`src/hw/tx_burst_pkg.sv`:
```
package tx_burst_pkg;

    // ------------------------------------------------------------
    // Timing
    // ------------------------------------------------------------
    localparam int CLK_HZ         = 20_000_000;
    localparam int TICK_HZ        = 48_600;      // Sample tick rate
    localparam int SYMBOL_HZ      = 24_300;      // Symbol rate
    localparam int QUARTERS       = 4;           // Quarter ticks per tick
    // Quarter tick in clocks, rounded to nearest
    localparam int QUARTER_CYCLES =
        (CLK_HZ + (QUARTERS * TICK_HZ) / 2) / (QUARTERS * TICK_HZ);

    // Sequencer spans in quarter ticks (ticks times four)
    localparam logic [7:0] HOLD_Q  = 8'h26;      // 9.5 ticks
    localparam logic [7:0] RAMP_Q  = 8'h18;      // 6 ticks
    localparam logic [7:0] FLUSH_Q = 8'h36;      // 15.5 - 2 ticks
    localparam logic [7:0] DECAY_Q = 8'h18;      // 6 ticks

    // Fixed envelope shape
    localparam logic [7:0] RAMP_STEP  = 8'h0a;
    localparam logic [7:0] PEAK_LEVEL = 8'hf0;

    // ------------------------------------------------------------
    // Register map
    // ------------------------------------------------------------
    localparam logic [7:0] OFS_CTRL       = 8'h00;
    localparam logic [7:0] OFS_INPHASE    = 8'h04;
    localparam logic [7:0] OFS_QUADRATURE = 8'h08;
    localparam logic [7:0] OFS_BASE_DELAY = 8'h0c;
    localparam logic [7:0] OFS_STATUS     = 8'h10;

    localparam int BIT_BURST_GO = 0;
    localparam int BIT_MODE     = 1;
    localparam int DATA_W       = 10;            // Five dibits
    localparam int SAMPLE_W     = 8;

    localparam logic CTRL_GO_RST   = 1'b0;
    localparam logic CTRL_MODE_RST = 1'b1;       // Digital mode

    typedef enum logic [2:0] {
        ST_IDLE,
        ST_HOLD,
        ST_RAMP_UP,
        ST_BURST,
        ST_DECAY
    } seq_state_t;

endpackage

```
`src/hw/tx_burst_sequencer.sv`:
```
// Local design decisions: register access over APB and the address map.
`timescale 1ns/1ps
`default_nettype none

// What this block does
// [RULE_01] Sample tick runs at 48.6 kHz, half a 24.3 kHz symbol.
// [RULE_02] Software loads one to five dibits, delay offset, then burst-go.
// [RULE_03] Burst-go is sampled only at the falling edge of the tick.
// [RULE_04] Outputs stay at zero 9.5 ticks plus offset after sampled go.
// [RULE_05] Amplifier enable rises together with the ramp-up start.
// [RULE_06] Peak level is reached six ticks after ramp-up starts.
// [RULE_07] Data shifts right once per tick, bit 0 leaving first.
// [RULE_08] Data flushes; decay starts 13.5 ticks plus offset after go falls. Shifting here stops after the tick fall that samples go low.
// [RULE_09] Decay lasts six ticks, then amplifier enable drops.
// [RULE_10] Offset delays waveform and enable in quarter tick steps.
// [RULE_11] Offset takes 0 to 3, each step a quarter tick.
// [RULE_12] Software makes whole tick delays by writing later.
// [RULE_13] Enable to waveform timing does not depend on the offset.
// [RULE_14] Burst length follows how long burst-go stays high.
// [RULE_15] Digital outputs carry only the fixed ramp level shaping.
// [RULE_16] Analog outputs are exactly the written sample values.
// [RULE_17] Software slightly attenuates analog samples for power match.
// [RULE_18] Mode bit: 1 selects digital, 0 selects analog.
// [RULE_19] In analog mode amplifier enable stays high.
// [RULE_20] Quarter tick timebase locked to the tick times all events.
module tx_burst_sequencer
(
    input  wire logic        pclk,                  // Bus clock, 20 MHz
    input  wire logic        presetn,               // Async reset, low
    input  wire logic        psel,                  // APB select
    input  wire logic        penable,               // APB access phase
    input  wire logic        pwrite,                // APB write
    input  wire logic [7:0]  paddr,                 // APB byte address
    input  wire logic [31:0] pwdata,                // APB write data
    output logic      [31:0] prdata,                // APB read data
    output logic             pready,                // APB ready
    output logic             pslverr,               // APB error
    output logic             sample_tick_interrupt, // Tick to DSP
    output logic             power_amp_enable,      // Amplifier enable
    output logic             mod_bit,               // Serial modulator bit
    output logic [7:0]       tx_inphase_out,        // In-phase level
    output logic [7:0]       tx_quadrature_out      // Quadrature level
);

    // ------------------------------------------------------------
    // Declarations
    // ------------------------------------------------------------
    localparam logic [6:0] QDIV_LAST =
        7'(tx_burst_pkg::QUARTER_CYCLES - 1);

    logic [6:0]  qdiv;
    logic [1:0]  phase;
    logic        burst_go;
    logic        mode;
    logic [tx_burst_pkg::DATA_W-1:0]   tx_inphase_data;
    logic [tx_burst_pkg::SAMPLE_W-1:0] tx_quadrature_data;
    logic [1:0]  base_delay_offset;
    logic        go_sampled;
    logic        stop_pending;
    logic [7:0]  stop_cnt;
    logic [7:0]  qcnt;
    logic [7:0]  envelope;
    tx_burst_pkg::seq_state_t state;
    tx_burst_pkg::seq_state_t next_state;

    // ------------------------------------------------------------
    // Timebase
    // ------------------------------------------------------------

    // Quarter tick and tick falling edge
    wire quarter    = (qdiv == QDIV_LAST);
    wire tick_fall  = quarter && (phase == 2'd1);
    wire tick_level = (phase[1] == 1'b0);

    // Divider and quarter phase
    always_ff @(posedge pclk or negedge presetn)
    begin
        if (!presetn)
        begin
            qdiv  <= '0;
            phase <= '0;
        end
        else
        begin
            qdiv  <= quarter ? 7'd0 : qdiv + 7'd1;  // [RULE_20]
            phase <= quarter ? phase + 2'd1 : phase;
        end
    end

    // Tick output, high for first half of each tick
    always_ff @(posedge pclk or negedge presetn)
    begin
        if (!presetn)
            sample_tick_interrupt <= 1'b0;
        else
            sample_tick_interrupt <= tick_level;    // [RULE_01]
    end

    // ------------------------------------------------------------
    // APB slave
    // ------------------------------------------------------------

    // Address decode
    wire setup    = psel && !penable;
    wire wr_acc   = psel && penable && pwrite;
    wire hit_ctrl = (paddr == tx_burst_pkg::OFS_CTRL);
    wire hit_i    = (paddr == tx_burst_pkg::OFS_INPHASE);
    wire hit_q    = (paddr == tx_burst_pkg::OFS_QUADRATURE);
    wire hit_dly  = (paddr == tx_burst_pkg::OFS_BASE_DELAY);
    wire hit_stat = (paddr == tx_burst_pkg::OFS_STATUS);
    wire mapped   = hit_ctrl || hit_i || hit_q || hit_dly || hit_stat;
    wire load_i   = wr_acc && hit_i;
    wire shift_en = tick_fall && go_sampled && mode;

    // Read multiplexer
    wire [31:0] rd_ctrl = {30'd0, mode, burst_go};
    wire [31:0] rd_i    = {22'd0, tx_inphase_data};
    wire [31:0] rd_q    = {24'd0, tx_quadrature_data};
    wire [31:0] rd_dly  = {30'd0, base_delay_offset};
    wire [31:0] rd_stat = {23'd0, stop_pending, go_sampled,
                           sample_tick_interrupt, 2'd0, state,
                           power_amp_enable};
    wire [31:0] rd_mux  = hit_ctrl ? rd_ctrl :
                          hit_i    ? rd_i    :
                          hit_q    ? rd_q    :
                          hit_dly  ? rd_dly  :
                          hit_stat ? rd_stat : 32'h0000_0000;

    // Zero wait state answer
    assign pready  = psel && penable;
    assign pslverr = psel && penable && !mapped;

    // Read data captured in setup phase
    always_ff @(posedge pclk or negedge presetn)
    begin
        if (!presetn)
            prdata <= '0;
        else if (setup && !pwrite)
            prdata <= rd_mux;
    end

    // Control and sample registers
    always_ff @(posedge pclk or negedge presetn)
    begin
        if (!presetn)
        begin
            burst_go           <= tx_burst_pkg::CTRL_GO_RST;
            mode               <= tx_burst_pkg::CTRL_MODE_RST;
            tx_quadrature_data <= '0;
            base_delay_offset  <= '0;
        end
        else if (wr_acc)
        begin
            if (hit_ctrl)
            begin
                burst_go <= pwdata[tx_burst_pkg::BIT_BURST_GO];
                mode     <= pwdata[tx_burst_pkg::BIT_MODE];   // [RULE_18]
            end
            if (hit_q)
                tx_quadrature_data <= pwdata[7:0];
            if (hit_dly)
                base_delay_offset <= pwdata[1:0];             // [RULE_11]
        end
    end

    // Transmit data: write loads, tick shifts right, bit 0 first
    always_ff @(posedge pclk or negedge presetn)
    begin
        if (!presetn)
        begin
            tx_inphase_data <= '0;
            mod_bit         <= 1'b0;
        end
        else if (load_i)
            tx_inphase_data <= pwdata[tx_burst_pkg::DATA_W-1:0];
        else if (shift_en)
        begin
            mod_bit         <= tx_inphase_data[0];            // [RULE_07]
            tx_inphase_data <= tx_inphase_data >> 1;
        end
    end

    // ------------------------------------------------------------
    // Burst sequencer
    // ------------------------------------------------------------

    // Offset adds quarter ticks to start and stop alike
    wire [7:0] dly      = {6'd0, base_delay_offset};
    wire [7:0] hold_end = tx_burst_pkg::HOLD_Q + dly;         // [RULE_10]
    wire [7:0] stop_end = tx_burst_pkg::FLUSH_Q + dly;        // [RULE_13]
    wire       hold_done  = quarter && (qcnt == hold_end - 8'd1);
    wire       ramp_done  = quarter &&
                            (qcnt == tx_burst_pkg::RAMP_Q - 8'd1);
    wire       decay_done = quarter &&
                            (qcnt == tx_burst_pkg::DECAY_Q - 8'd1);
    wire       stop_due   = stop_pending && (stop_cnt >= stop_end - 8'd1);

    // Sampled go at tick fall only
    always_ff @(posedge pclk or negedge presetn)
    begin
        if (!presetn)
            go_sampled <= 1'b0;
        else if (tick_fall)
            go_sampled <= burst_go && mode;                   // [RULE_03]
    end

    // Time since sampled fall, in quarters
    always_ff @(posedge pclk or negedge presetn)
    begin
        if (!presetn)
        begin
            stop_pending <= 1'b0;
            stop_cnt     <= '0;
        end
        else if (tick_fall && go_sampled && !burst_go)
        begin
            stop_pending <= 1'b1;                             // [RULE_08]
            stop_cnt     <= '0;
        end
        else if (state == tx_burst_pkg::ST_DECAY || !mode)
            stop_pending <= 1'b0;
        else if (quarter && stop_pending && stop_cnt != 8'hff)
            stop_cnt <= stop_cnt + 8'd1;
    end

    // Next state
    always_comb
    begin
        next_state = state;
        unique case (state)
            tx_burst_pkg::ST_IDLE:
                if (mode && tick_fall && burst_go)
                    next_state = tx_burst_pkg::ST_HOLD;
            tx_burst_pkg::ST_HOLD:
                if (hold_done)
                    next_state = tx_burst_pkg::ST_RAMP_UP;    // [RULE_04]
            tx_burst_pkg::ST_RAMP_UP:
                if (ramp_done)
                    next_state = tx_burst_pkg::ST_BURST;      // [RULE_06]
            tx_burst_pkg::ST_BURST:
                if (stop_due && quarter)
                    next_state = tx_burst_pkg::ST_DECAY;      // [RULE_14]
            tx_burst_pkg::ST_DECAY:
                if (decay_done)
                    next_state = tx_burst_pkg::ST_IDLE;       // [RULE_09]
            default:
                next_state = tx_burst_pkg::ST_IDLE;
        endcase
        if (!mode)
            next_state = tx_burst_pkg::ST_IDLE;
    end

    // State and quarter count since entry
    always_ff @(posedge pclk or negedge presetn)
    begin
        if (!presetn)
        begin
            state <= tx_burst_pkg::ST_IDLE;
            qcnt  <= '0;
        end
        else
        begin
            state <= next_state;
            if (next_state != state)
                qcnt <= '0;
            else if (quarter)
                qcnt <= qcnt + 8'd1;
        end
    end

    // ------------------------------------------------------------
    // Outputs
    // ------------------------------------------------------------

    // Fixed ramp envelope, the only level shaping
    wire [7:0] ramp_lvl = 8'(qcnt * tx_burst_pkg::RAMP_STEP);
    wire [7:0] fall_lvl = 8'((qcnt + 8'd1) * tx_burst_pkg::RAMP_STEP);
    always_comb
    begin
        unique case (state)
            tx_burst_pkg::ST_RAMP_UP: envelope = ramp_lvl;
            tx_burst_pkg::ST_BURST:   envelope = tx_burst_pkg::PEAK_LEVEL;
            tx_burst_pkg::ST_DECAY:
                envelope = tx_burst_pkg::PEAK_LEVEL - fall_lvl;   // [RULE_09]
            default:                  envelope = 8'h00;
        endcase
    end

    // Enable follows ramp start and decay end; analog holds it high
    wire next_pa = !mode ||                                   // [RULE_19]
                   (next_state == tx_burst_pkg::ST_RAMP_UP) ||
                   (next_state == tx_burst_pkg::ST_BURST) ||
                   (next_state == tx_burst_pkg::ST_DECAY);    // [RULE_05]

    // Registered output levels
    always_ff @(posedge pclk or negedge presetn)
    begin
        if (!presetn)
        begin
            power_amp_enable  <= 1'b0;
            tx_inphase_out    <= '0;
            tx_quadrature_out <= '0;
        end
        else
        begin
            power_amp_enable <= next_pa;
            if (mode)
            begin
                tx_inphase_out    <= envelope;                // [RULE_15]
                tx_quadrature_out <= envelope;
            end
            else
            begin
                tx_inphase_out    <= tx_inphase_data[7:0];    // [RULE_16]
                tx_quadrature_out <= tx_quadrature_data;
            end
        end
    end

    // ------------------------------------------------------------
    // Assertions
    // ------------------------------------------------------------
    property p_tick_low_half;
        @(posedge pclk) disable iff (!presetn)
        $fell(sample_tick_interrupt) |-> !sample_tick_interrupt[*8];
    endproperty
    a_tick_low_half: assert property (p_tick_low_half) // [RULE_01]
        else $error("tick low phase too short");

    property p_go_at_fall;
        @(posedge pclk) disable iff (!presetn)
        $changed(go_sampled) |-> $past(tick_fall);
    endproperty
    a_go_at_fall: assert property (p_go_at_fall) // [RULE_03]
        else $error("burst-go sampled off the tick fall");

    property p_hold_len;
        @(posedge pclk) disable iff (!presetn)
        (state == tx_burst_pkg::ST_RAMP_UP &&
         $past(state) == tx_burst_pkg::ST_HOLD)
        |-> $past(qcnt) == tx_burst_pkg::HOLD_Q + dly - 8'd1;
    endproperty
    a_hold_len: assert property (p_hold_len) // [RULE_04]
        else $error("hold span wrong");

    property p_pa_at_ramp;
        @(posedge pclk) disable iff (!presetn)
        (mode && $past(mode) && $rose(power_amp_enable))
        |-> state == tx_burst_pkg::ST_RAMP_UP && qcnt == 8'd0
            && tx_inphase_out == 8'h00;
    endproperty
    a_pa_at_ramp: assert property (p_pa_at_ramp) // [RULE_05]
        else $error("enable rise not at ramp start");

    property p_ramp_len;
        @(posedge pclk) disable iff (!presetn)
        (state == tx_burst_pkg::ST_BURST &&
         $past(state) == tx_burst_pkg::ST_RAMP_UP)
        |-> $past(qcnt) == tx_burst_pkg::RAMP_Q - 8'd1
            ##1 tx_inphase_out == tx_burst_pkg::PEAK_LEVEL || !mode;
    endproperty
    a_ramp_len: assert property (p_ramp_len) // [RULE_06]
        else $error("ramp span wrong");

    property p_shift_lsb;
        @(posedge pclk) disable iff (!presetn)
        (shift_en && !load_i) |=> mod_bit == $past(tx_inphase_data[0]);
    endproperty
    a_shift_lsb: assert property (p_shift_lsb) // [RULE_07]
        else $error("shift order wrong");

    property p_decay_start;
        @(posedge pclk) disable iff (!presetn)
        (state == tx_burst_pkg::ST_DECAY &&
         $past(state) == tx_burst_pkg::ST_BURST)
        |-> $past(stop_cnt) >= tx_burst_pkg::FLUSH_Q + dly - 8'd1;
    endproperty
    a_decay_start: assert property (p_decay_start) // [RULE_08]
        else $error("decay began before flush ended");

    property p_pa_fall;
        @(posedge pclk) disable iff (!presetn)
        (mode && $past(mode, 2) && $fell(power_amp_enable))
        |-> $past(state) == tx_burst_pkg::ST_DECAY
            && $past(qcnt) == tx_burst_pkg::DECAY_Q - 8'd1;
    endproperty
    a_pa_fall: assert property (p_pa_fall) // [RULE_09]
        else $error("enable fall not at decay end");

    property p_burst_holds;
        @(posedge pclk) disable iff (!presetn)
        (state == tx_burst_pkg::ST_BURST && mode && !stop_pending)
        |=> state == tx_burst_pkg::ST_BURST;
    endproperty
    a_burst_holds: assert property (p_burst_holds) // [RULE_14]
        else $error("burst ended while go held");

    property p_analog_pa;
        @(posedge pclk) disable iff (!presetn)
        (!mode && !$past(mode)) |-> power_amp_enable
            ##1 (mode || tx_quadrature_out == $past(tx_quadrature_data));
    endproperty
    a_analog_pa: assert property (p_analog_pa) // [RULE_19]
        else $error("analog mode enable or sample wrong");

endmodule

`default_nettype wire

```
`config.mk`:
```
export PLATFORM = sky130hd
export DESIGN_NAME = tx_burst_sequencer
export DESIGN_NICKNAME = d
export VERILOG_FILES = /design/src/hw/tx_burst_pkg.sv /design/src/hw/tx_burst_sequencer.sv
export SDC_FILE = /design/constraint.sdc
export NUM_CORES = 1
export LEC_CHECK = 0
export ABC_CLOCK_PERIOD_IN_PS = 7300
export BUFFER_PORTS_ARGS = -buffer_cell sky130_fd_sc_hd__buf_4
export CORE_MARGIN = 2
export CORE_UTILIZATION = 55
export DETAILED_ROUTE_END_ITERATION = 7
export HOLD_SLACK_MARGIN = 0.15
export PLACE_DENSITY = 0.77
export SLEW_MARGIN = 0
export SYNTH_ARGS = -nofsm -noshare
export SYNTH_HDL_FRONTEND = slang
export SYNTH_SLANG_ARGS = --single-unit
```
`constraint.sdc`:
```
create_clock -name pclk -period 7.3 [get_ports pclk]
set_input_delay 0.365 -clock pclk [delete_from_list [all_inputs] [get_ports pclk]]
set_output_delay 0.365 -clock pclk [all_outputs]
set_load 0.05 [all_outputs]
```
# ---- Word level (Yosys, flattened, before mapping)
# Cells that the tools add are included.
dict set report classes {
  add_sub_neg 9
  mul 2
  n_lt_le_gt_ge 1
  eq_ne 18
  mux 25
  bitwise 2
  n_reduce_logical 43
}
# cell n
set op_table {}
lappend op_table {{8-bit 2-to-1 mux} 7}
lappend op_table {{10-bit 2-to-1 mux} 4}
lappend op_table {{9-bit 2-to-1 mux} 3}
lappend op_table {{8-bit one-hot mux with 3 select lines} 1}
lappend op_table {{1-bit logical AND} 19}
lappend op_table {{3-bit 2-to-1 mux} 6}
lappend op_table {{8-bit by 1-bit adder with 8-bit output (second input constant)} 2}
lappend op_table {{8-bit by 4-bit equality test with 1-bit output (second input constant)} 2}
lappend op_table {{8-bit by 5-bit equality test with 1-bit output (second input constant)} 2}
lappend op_table {{8-bit by 3-bit multiplier with 7-bit output (second input constant)} 2}
lappend op_table {{7-bit by 1-bit subtractor with 8-bit output (second input constant)} 2}
lappend op_table {{3-bit one-hot mux with 5 select lines} 1}
lappend op_table {{6-bit by 2-bit adder with 7-bit output (first input constant)} 2}
lappend op_table {{3-bit by 2-bit equality test with 1-bit output (second input constant)} 4}
lappend op_table {{2-bit AND reduction} 5}
lappend op_table {{8-bit by 3-bit equality test with 1-bit output (second input constant)} 1}
lappend op_table {{8-bit equality test} 1}
lappend op_table {{8-bit >= comparator} 1}
lappend op_table {{8-bit zero test} 1}
lappend op_table {{1-bit logical OR} 8}
lappend op_table {{8-bit inequality test (second input constant)} 1}
lappend op_table {{2-bit nonzero test} 4}
lappend op_table {{8-bit subtractor (first input constant)} 1}
lappend op_table {{7-bit by 1-bit adder with 7-bit output (second input constant)} 1}
lappend op_table {{other kinds (12)} 19}
dict set report totals {
  register_bits 103
  output_inout_bits 53
}

# ---- Depth between registers and ports, before layout
# Gate-level depths: netlist (run 1).
dict set report depth {
  word_depth 12
  mapped_depth 12
}

# ---- Worst setup path after synthesis (run 1)
# OpenSTA, ideal clock, no wires.
dict set report synth_path {
  kind {register -> register}
  start {register qcnt[2]}
  end {register tx_inphase_out[7]}
  t_arrival_ns 2.966
  required_ns 7.231
  slack_ns 4.265
  path_stages_with_launch 12
  path_buffers 1
  cell_sequence {dfrtp_1 clkbuf_1 nand3_1 xnor2_1 ha_1 ha_1 inv_1 fa_1 nand2b_1 or4_1 a211o_1 nand3_1}
}
dict set report synth_between {
  elab_chain_len 5
}
# element line
set synth_lines {}
lappend synth_lines {{start, declared} tx_burst_sequencer.sv:61} ;# logic [7:0] qcnt;
lappend synth_lines {{start signal, assigned} tx_burst_sequencer.sv:267} ;# qcnt <= qcnt + 8'd1;
lappend synth_lines {{8-bit by 1-bit adder with 8-bit output} tx_burst_sequencer.sv:277} ;# wire [7:0] fall_lvl = 8'((qcnt + 8'd1) * tx_burst_pkg::RAMP_STEP);
lappend synth_lines {{8-bit by 3-bit multiplier with 7-bit output} tx_burst_sequencer.sv:277}
lappend synth_lines {{8-bit subtractor} tx_burst_sequencer.sv:284} ;# envelope = tx_burst_pkg::PEAK_LEVEL - fall_lvl;
lappend synth_lines {{8-bit one-hot mux with 3 select lines *} tx_burst_sequencer.sv:280} ;# unique case (state)
lappend synth_lines {{8-bit 2-to-1 mux *} tx_burst_sequencer.sv:307} ;# if (mode)
lappend synth_lines {{end signal, assigned} tx_burst_sequencer.sv:309} ;# tx_inphase_out <= envelope;
lappend synth_lines {{end signal, assigned} tx_burst_sequencer.sv:314} ;# tx_inphase_out <= tx_inphase_data[7:0];
lappend synth_lines {{end, declared} tx_burst_sequencer.sv:41} ;# output logic [7:0] tx_inphase_out,
# Mark *: on every way between the ends. The rest lies on a longest branch, timed or not.
# A chain may end at the register's enable or synchronous reset.

# ---- Worst setup path in the final report (run 1)
dict set report layout_path {
  start {register qcnt[0]}
  end {register tx_inphase_out[7]}
}
# The elaborated chain is that of the path after synthesis.

==> results of run 1 <==
[state kept, by name, summed over array words and instances, names as in the netlist]
signal                 flops
burst_go                   1
tx_inphase_out             8
mod_bit                    1
sample_tick_interrupt      1
tx_quadrature_out          8
tx_quadrature_data         8
stop_cnt                   8
stop_pending               1
mode                       1
phase                      2
qcnt                       8
prdata                    10
qdiv                       7
state                      3
power_amp_enable           1
go_sampled                 1
base_delay_offset          2
tx_inphase_data           10
[power by group through the flow]
stage	combinational, mW	clock, mW	sequential, mW
final	0.123	0.351	0.467
after global routing	0.130	0.375	0.469
after CTS	0.123	0.357	0.467
after detailed placement	0.123	0	0.476
after global placement	0.122	0	0.476
after floorplan	0.0583	0	0.508
[path summary, 6_finish.rpt]
kind,startpoint,to,slack (ns),cells past startpoint
max,qcnt[0],tx_inphase_out[7],3.89,10
min,presetn,qdiv[2],0.17,1
max reg2reg,qcnt[0],tx_inphase_out[7],3.89,10
min reg2reg,phase[1],sample_tick_interrupt,0.43,1
max in group asynchronous,presetn,tx_inphase_out[5],6.50,1
min in group pclk,pwdata[4],tx_quadrature_data[4],0.24,2
[cells in the final DEF, fill, tap and decap left out, types with 5 or more instances in the layout]
cell type  count
and3_1         5
nor4_1         8
dfrtp_1       80
xor2_1        11
nor2b_1        9
nor2_1        60
nand2b_1       8
mux2i_1       13
conb_1        22
o21ai_0       17
nor3_1        13
clkbuf_8      10
ha_1          24
xnor2_1       22
inv_1         21
mux2_2        13
nand4_1        5
a21oi_1       19
buf_4         55
nand2_1       36
nand3_1       17
a221oi_1       7
[cell type report]
class	instances	area, sq um	share of cell area
well taps	108	135	0.0249
repair buffers	55	413	0.0759
clock inverters	6	73.8	0.0136
clock buffers	10	138	0.0253
multi-input cells	379	2570	0.473
inverters	21	78.8	0.0145
flip-flops and latches	81	2030	0.373
[cells by family after synthesis]
logic type,share of synthesized area
and+or+nand+nor,0.206
DFF,0.416
AOI/OAI and AO/OA,0.111
buffers and inverters,0.0741
xor gates and xnor gates,0.0641
muxes,0.0590
adders and majority gates,0.0697
other,0.000768
[through the flow]
step | cell area (sq um) | std cells | worst slack (ns) | power (mW) | util
floorplan | 4960 | 526 | 4.27 | 0.566 | -
global placement | 5230 | 644 | 4.00 | 0.598 | 0.602
detailed placement | 5230 | 644 | 3.94 | 0.600 | 0.602
CTS | 5440 | 660 | 3.89 | 0.947 | 0.626
global route | 5440 | 660 | 3.70 | 0.974 | 0.626
finish | 5440 | 660 | 3.89 | 0.940 | 0.626
[routing by layer]
metal	vias up	GRT usage	wire, um	share of wire
li1	1808	-	-	-
met1	1806	0.322	4820	0.46
met2	106	0.361	5030	0.48
met3	14	0.0429	478	0.045
met4	0	0.0759	187	0.018
met5	-	0	0	0
[critical path, cell delays in order (launching register included)]
cell	delay, ns
dfrtp_1	0.54
ha_1	0.35
nand3_1	0.19
xnor2_1	0.18
ha_1	0.32
inv_1	0.06
fa_1	0.51
nand2b_1	0.22
or4_1	0.57
a211o_1	0.32
nand3_1	0.08
==> run summary, run 1 <==
Setup violations remaining at the end of the flow were counted as 0. Relative to the synthesized area, the layout overhead comes to 11.4%. Setup repair after global routing left no endpoint under its margin.

The run gives 0 as the number of antenna violations at the first check in global routing. No sink is reached through more buffers than the 2 on the longest clock path. The arrival time of data at the critical path endpoint came out at 3.71 ns. Along the worst path, the maximum fanout reaches 8.

For the count of pins over their slew limit, the log shows 0. In this run, post-CTS repair resized a total of 0 instances. The tools report the share of power burned in registers as 0.497. The first global-routing pass estimated 17700 um of wire. The number of global-route vias before repair came out at 3601.

The netlist uses 67 different library cells. The die boundary width was 98.2 um; the weighted congestion reported at the end of routability-driven placement was 0.822. Counting flops with a built-in enable in the synthesized netlist gives 0. The vias per cell was 5.66; the number of max-cap violations was 0. The fraction of final layout cells with drive strength greater than 1 works out to 0.178. The area of the die is 9640 sq um. The logs give 0 for the residual DRC count and 219 for the number of DRC markers in iteration 0. The Yosys warning count was 0; the number of hold buffers added after cts was 0. In the final routed layout, each cell accounts on average for 15.9 um. Counting the fill cells in the layout gives 725. Root buffer cell: clkbuf_8. STA classifies the critical path startpoint as a register. The most instantiated flip-flop cell in the synthesis netlist is dfrtp_1. At the pin with the least slew margin, the transition time is 1.00 ns.

For the number of levels the H-tree was split into, the log shows 3. In this run the tool buffered the top-level ports with 53 buffer cells. By count the netlist is led by dfrtp_1, nor2_1, nand2_1.

The number of clock buffers inserted by TritonCTS was 9. The tools report the share of total power in combinational logic as 0.130. The total congestion overflow after global routing is 0, and the count of TritonRoute iterations in the first routing pass is 5. The power density over cell area was 173 nW/um^2. The area share of the leading cell type in the synthesized netlist is 0.410. The cell count after synthesis came out at 505. The run finished with clean final reports. Summed over all cells, the static leakage comes to 2.48 nW.

The logs give 0.373 for the clock network fraction of design power and 0.416 for the sequential cell area fraction in the yosys report. The headroom to the max-slew limit was 0.330; the number of antenna-violating nets in the routed design was 0. The tools report the peak clock frequency supported by timing as 294 MHz. In this run the count of I/O pins placed on the die edge is 98. In this run the mean area of a mapped cell was 9.67 sq um.

After the last flow step, the layout net total stands at 618. For the worst setup path, the data required time is 7.60 ns. After synthesis the netlist holds a flip-flop and latch count of 81. Summed over all nets, the half-perimeter wirelength after detailed placement is 7750 um. Net load switching power: 278 uW.

The region available for standard cell placement spans 8680 sq um. The final-layout worst hold slack is 0.171 ns. The total via count in the routed design is 3734, and the number of hold violations in the final report is 0.

For this design, the sink count on the clock tree is 81. After clock tree synthesis, the clock-pin slew on the worst setup and hold paths is 0.09 ns. The synthesized netlist occupies a cell area of 4880 sq um. Yosys attributes the largest share of cell area to dfrtp_1, ha_1, nor2_1, xnor2_1, buf_4.

TritonCTS built the clock tree. In this run the core area contains 34 standard-cell rows. Summed over all instances, the cell type with the most area after synthesis is dfrtp_1. After detailed routing, the total wire length is 10500 um. For the final database, setup skew stands at 0.0144 ns. The floorplan step set the die height to 98.2 um. The share of synthesized registers carrying an async set or reset came out at 1.00. In the final timing run, aggregate negative setup slack is 0 ns.

The clock reaches the later pin of the worst-skew pair after 0.37 ns. The worst setup path is captured at a register. The fraction of the cycle the final worst path needs was 0.466; the overall routing resource usage was 0.229.

The run gives 663 uW as the internal power of the cells. The clock period minus final worst setup slack was 3.41 ns. The number of post-CTS setup repair buffers is 0. The classification of the worst setup path was reg2reg. The switching share of power came out at 0.296. The most common cell in the netlist was dfrtp_1. The repair_antennas step left the layout with diodes totalling 0.

The min-delay analysis places its worst path in the category in2async. The tools report the largest net degree at the start of global routing as 82. IR analysis of the VDD net gives a maximum drop of 0.0950 mV. The effective utilization at floorplan is 0.562.
Power figures use the tool's default switching activity.
==> run 2, diff against run 1 <==
ABC_CLOCK_PERIOD_IN_PS = 3100   (was 7300)
CORE_UTILIZATION = 50   (was 55)
PLACE_DENSITY = 0.73   (was 0.77)
clock period = 3.1 ns   (was 7.3 ns; I/O delays follow)
==> run summary, run 2 (synthesis results as in run 1) <==
Power comes to 2.33 mW. The global-route layer with the greatest usage was met2. The most common cell after layout, fill and taps aside was dfrtp_1. Area added between synthesis and finish: 17.8%. In the final layout, the multi-input gates occupy 2610 sq um.

In the layout the commonest cells are dfrtp_1, buf_4, nor2_1, nand2_1, ha_1. Hold timing on the final database bottoms out at a slack of 0.175 ns. The power density over cell area is 405 nW/um^2, and the TritonCTS sink count is 81. The congestion estimate from routability-driven global placement came to 0.870.

The routed wire length per instance works out to 15.9 um. The worst hold path belongs to the class in2reg. The vias per cell came out at 5.48. In this run the horizontal extent of the chip is 103 um. 0 antenna diodes ended up in the layout. The first TritonRoute pass finished after 4 iterations. The clock period could shrink to 2.95 ns. STA classifies the critical path endpoint as a register. After routing the design area is 5750 sq um. The worst clock skew was 0.00876 ns; the fraction of final layout cells with drive strength greater than 1 was 0.203. Worst min-delay path endpoint: prdata[1]. The number of antenna violations at the first check in global routing is 0, and the sum of negative setup slack is 0 ns. The layout has 801 filler cells. After detailed routing, the number of remaining DRC violations is 0. Timing would allow up to 340 MHz. The tree is rooted in a clkbuf_8.

Overall routing resource usage: 0.226. Fraction of the cycle the final worst path needs: 0.950. The run gives 0.375 as the met2 layer usage reported by global route. The tools report the total instance count after detailed placement as 680. The number of DRC markers in iteration 0 is 178.

The arrival time of data at the critical path endpoint was 3.24 ns; the length in cells of the worst reg-to-reg path was 9. The logs give 3878 for the number of global-route vias before repair and 36 for the site row count. Wires add up to 11300 um.

The total congestion overflow after global routing is 0, and the met3 track demand over resource is 0.0427. The worst setup path is launched from a register. The largest registers in the layout are prdata x10, tx_inphase_data x10.

The worst register-to-register path ends at tx_inphase_out[7]. The tools report the headroom to the max-slew limit as 0.321. The count of pins over their slew limit came out at 0.

The tools report the critical hold path startpoint as paddr[6]. IR analysis of the VDD net gives a maximum drop of 0.262 mV. The tool flagged a number of max-cap violations equal to 0. The transition time at the pin with the least slew margin was 1.02 ns. For this block, the via count after detailed routing is 3893. Entering global routing, the biggest net connects 82 pins. The number of buffers added on ports was 53; the global-route met1 utilization was 0.307.

TritonCTS built the clock tree. Clock-pin slew was measured on the worst setup and hold paths at 0.09 ns. For the area of the die, the log shows 10600 sq um. Once placement finished, the instance area stood at 5340 sq um.

The run gives 0.0221 ns as the worst setup slack after placement. In this run the worst path has a maximum fanout of 8. The effective utilization at floorplan was 0.506. The count of pins on the block boundary was 98. STA puts the critical path data required time at 3.40 ns. The startpoint of the most critical register-to-register path was qcnt[4]. Registers take 2030 sq um. The die extent in y works out to 103 um. The number of clock buffers added by TritonCTS is 9.

For the detailed placement HPWL, the log shows 8140 um. The wire length of the first global-routing pass is 18800 um. The utilization after layout is 0.597.

The worst setup path is of the reg2reg kind. Setup repair after global routing left no endpoint under its margin. For this design the static power due to leakage is 2.62 nW.

Once layout is complete, the cells apart from fillers number 710. Minimum setup slack in the final design: 0.155 ns. The flow ran to the end, and the final reports show no timing, DRC or antenna violations.

The worst hold path passes through 4 cells. The worst register-to-register path has a setup slack of 0.15 ns. The final layout net count is 643.

The number of hold violations in the final report is 0. The maximum buffer depth of the clock tree was 2; the number of antenna-violating nets in the routed design was 0. At the later pin of the worst-skew pair, clock insertion delay measures 0.36 ns. The H-tree was split into 3 levels. The floorplan step defined a core boundary enclosing 9640 sq um.

For the setup-violating endpoint count in the final report, the log shows 0.
run 2: final cells by class:
class	count	area share
Clock buffer	11	0.0263
Clock inverter	5	0.0148
Inverter	21	0.0137
Multi-Input combinational cell	379	0.453
Sequential cell	81	0.353
Tap cell	133	0.0289
Timing Repair Buffer	80	0.110
run 2: critical path: stages (launching register included):
cell,delay [ns]
dfrtp_1,0.55
nand2_1,0.13
nor2_1,0.24
xnor2_1,0.18
ha_1,0.26
ha_1,0.34
xor2_1,0.24
or4_4,0.57
a211o_1,0.30
nand3_1,0.07
run 2: worst max path at each step:
stage | endpoint | cells after the start | startpoint | slack [ns]
floorplan | tx_inphase_out[7] | 11 | qcnt[2] | 0.07
global placement | tx_quadrature_out[7] | 10 | qcnt[0] | 0.13
detailed placement | tx_inphase_out[7] | 10 | qcnt[0] | 0.02
CTS | tx_inphase_out[7] | 10 | qcnt[0] | 0.03
global route | tx_quadrature_out[7] | 10 | qcnt[1] | 0.008
finish | tx_inphase_out[7] | 9 | qcnt[4] | 0.15
run 2: routing by layer:
layer / vias to the layer above / wire (um) / part of all wire
met5: - / 0 / 0
met4: 0 / 143 / 0.013
met3: 15 / 450 / 0.040
met2: 105 / 5590 / 0.50
met1: 1906 / 5100 / 0.45
li1: 1867 / - / -
run 2: where the power goes:
part / switching (mW) / internal, mW / total (mW) / leakage, nW
Sequential: 0.0177 / 1.08 / 1.10 / 0.996
Clock: 0.424 / 0.504 / 0.928 / 0.117
Combinational: 0.219 / 0.0846 / 0.304 / 1.51
run 2: repair_timing:
| action | CTS | global route |
|---|---|---|
| setup buffers | 0 | 1 |
| endpoints found under the hold margin | 103 | 0 |
| gates resized for setup | 1 | 7 |
| hold buffers | 13 | 0 |
| setup endpoints to repair | 1 | 4 |
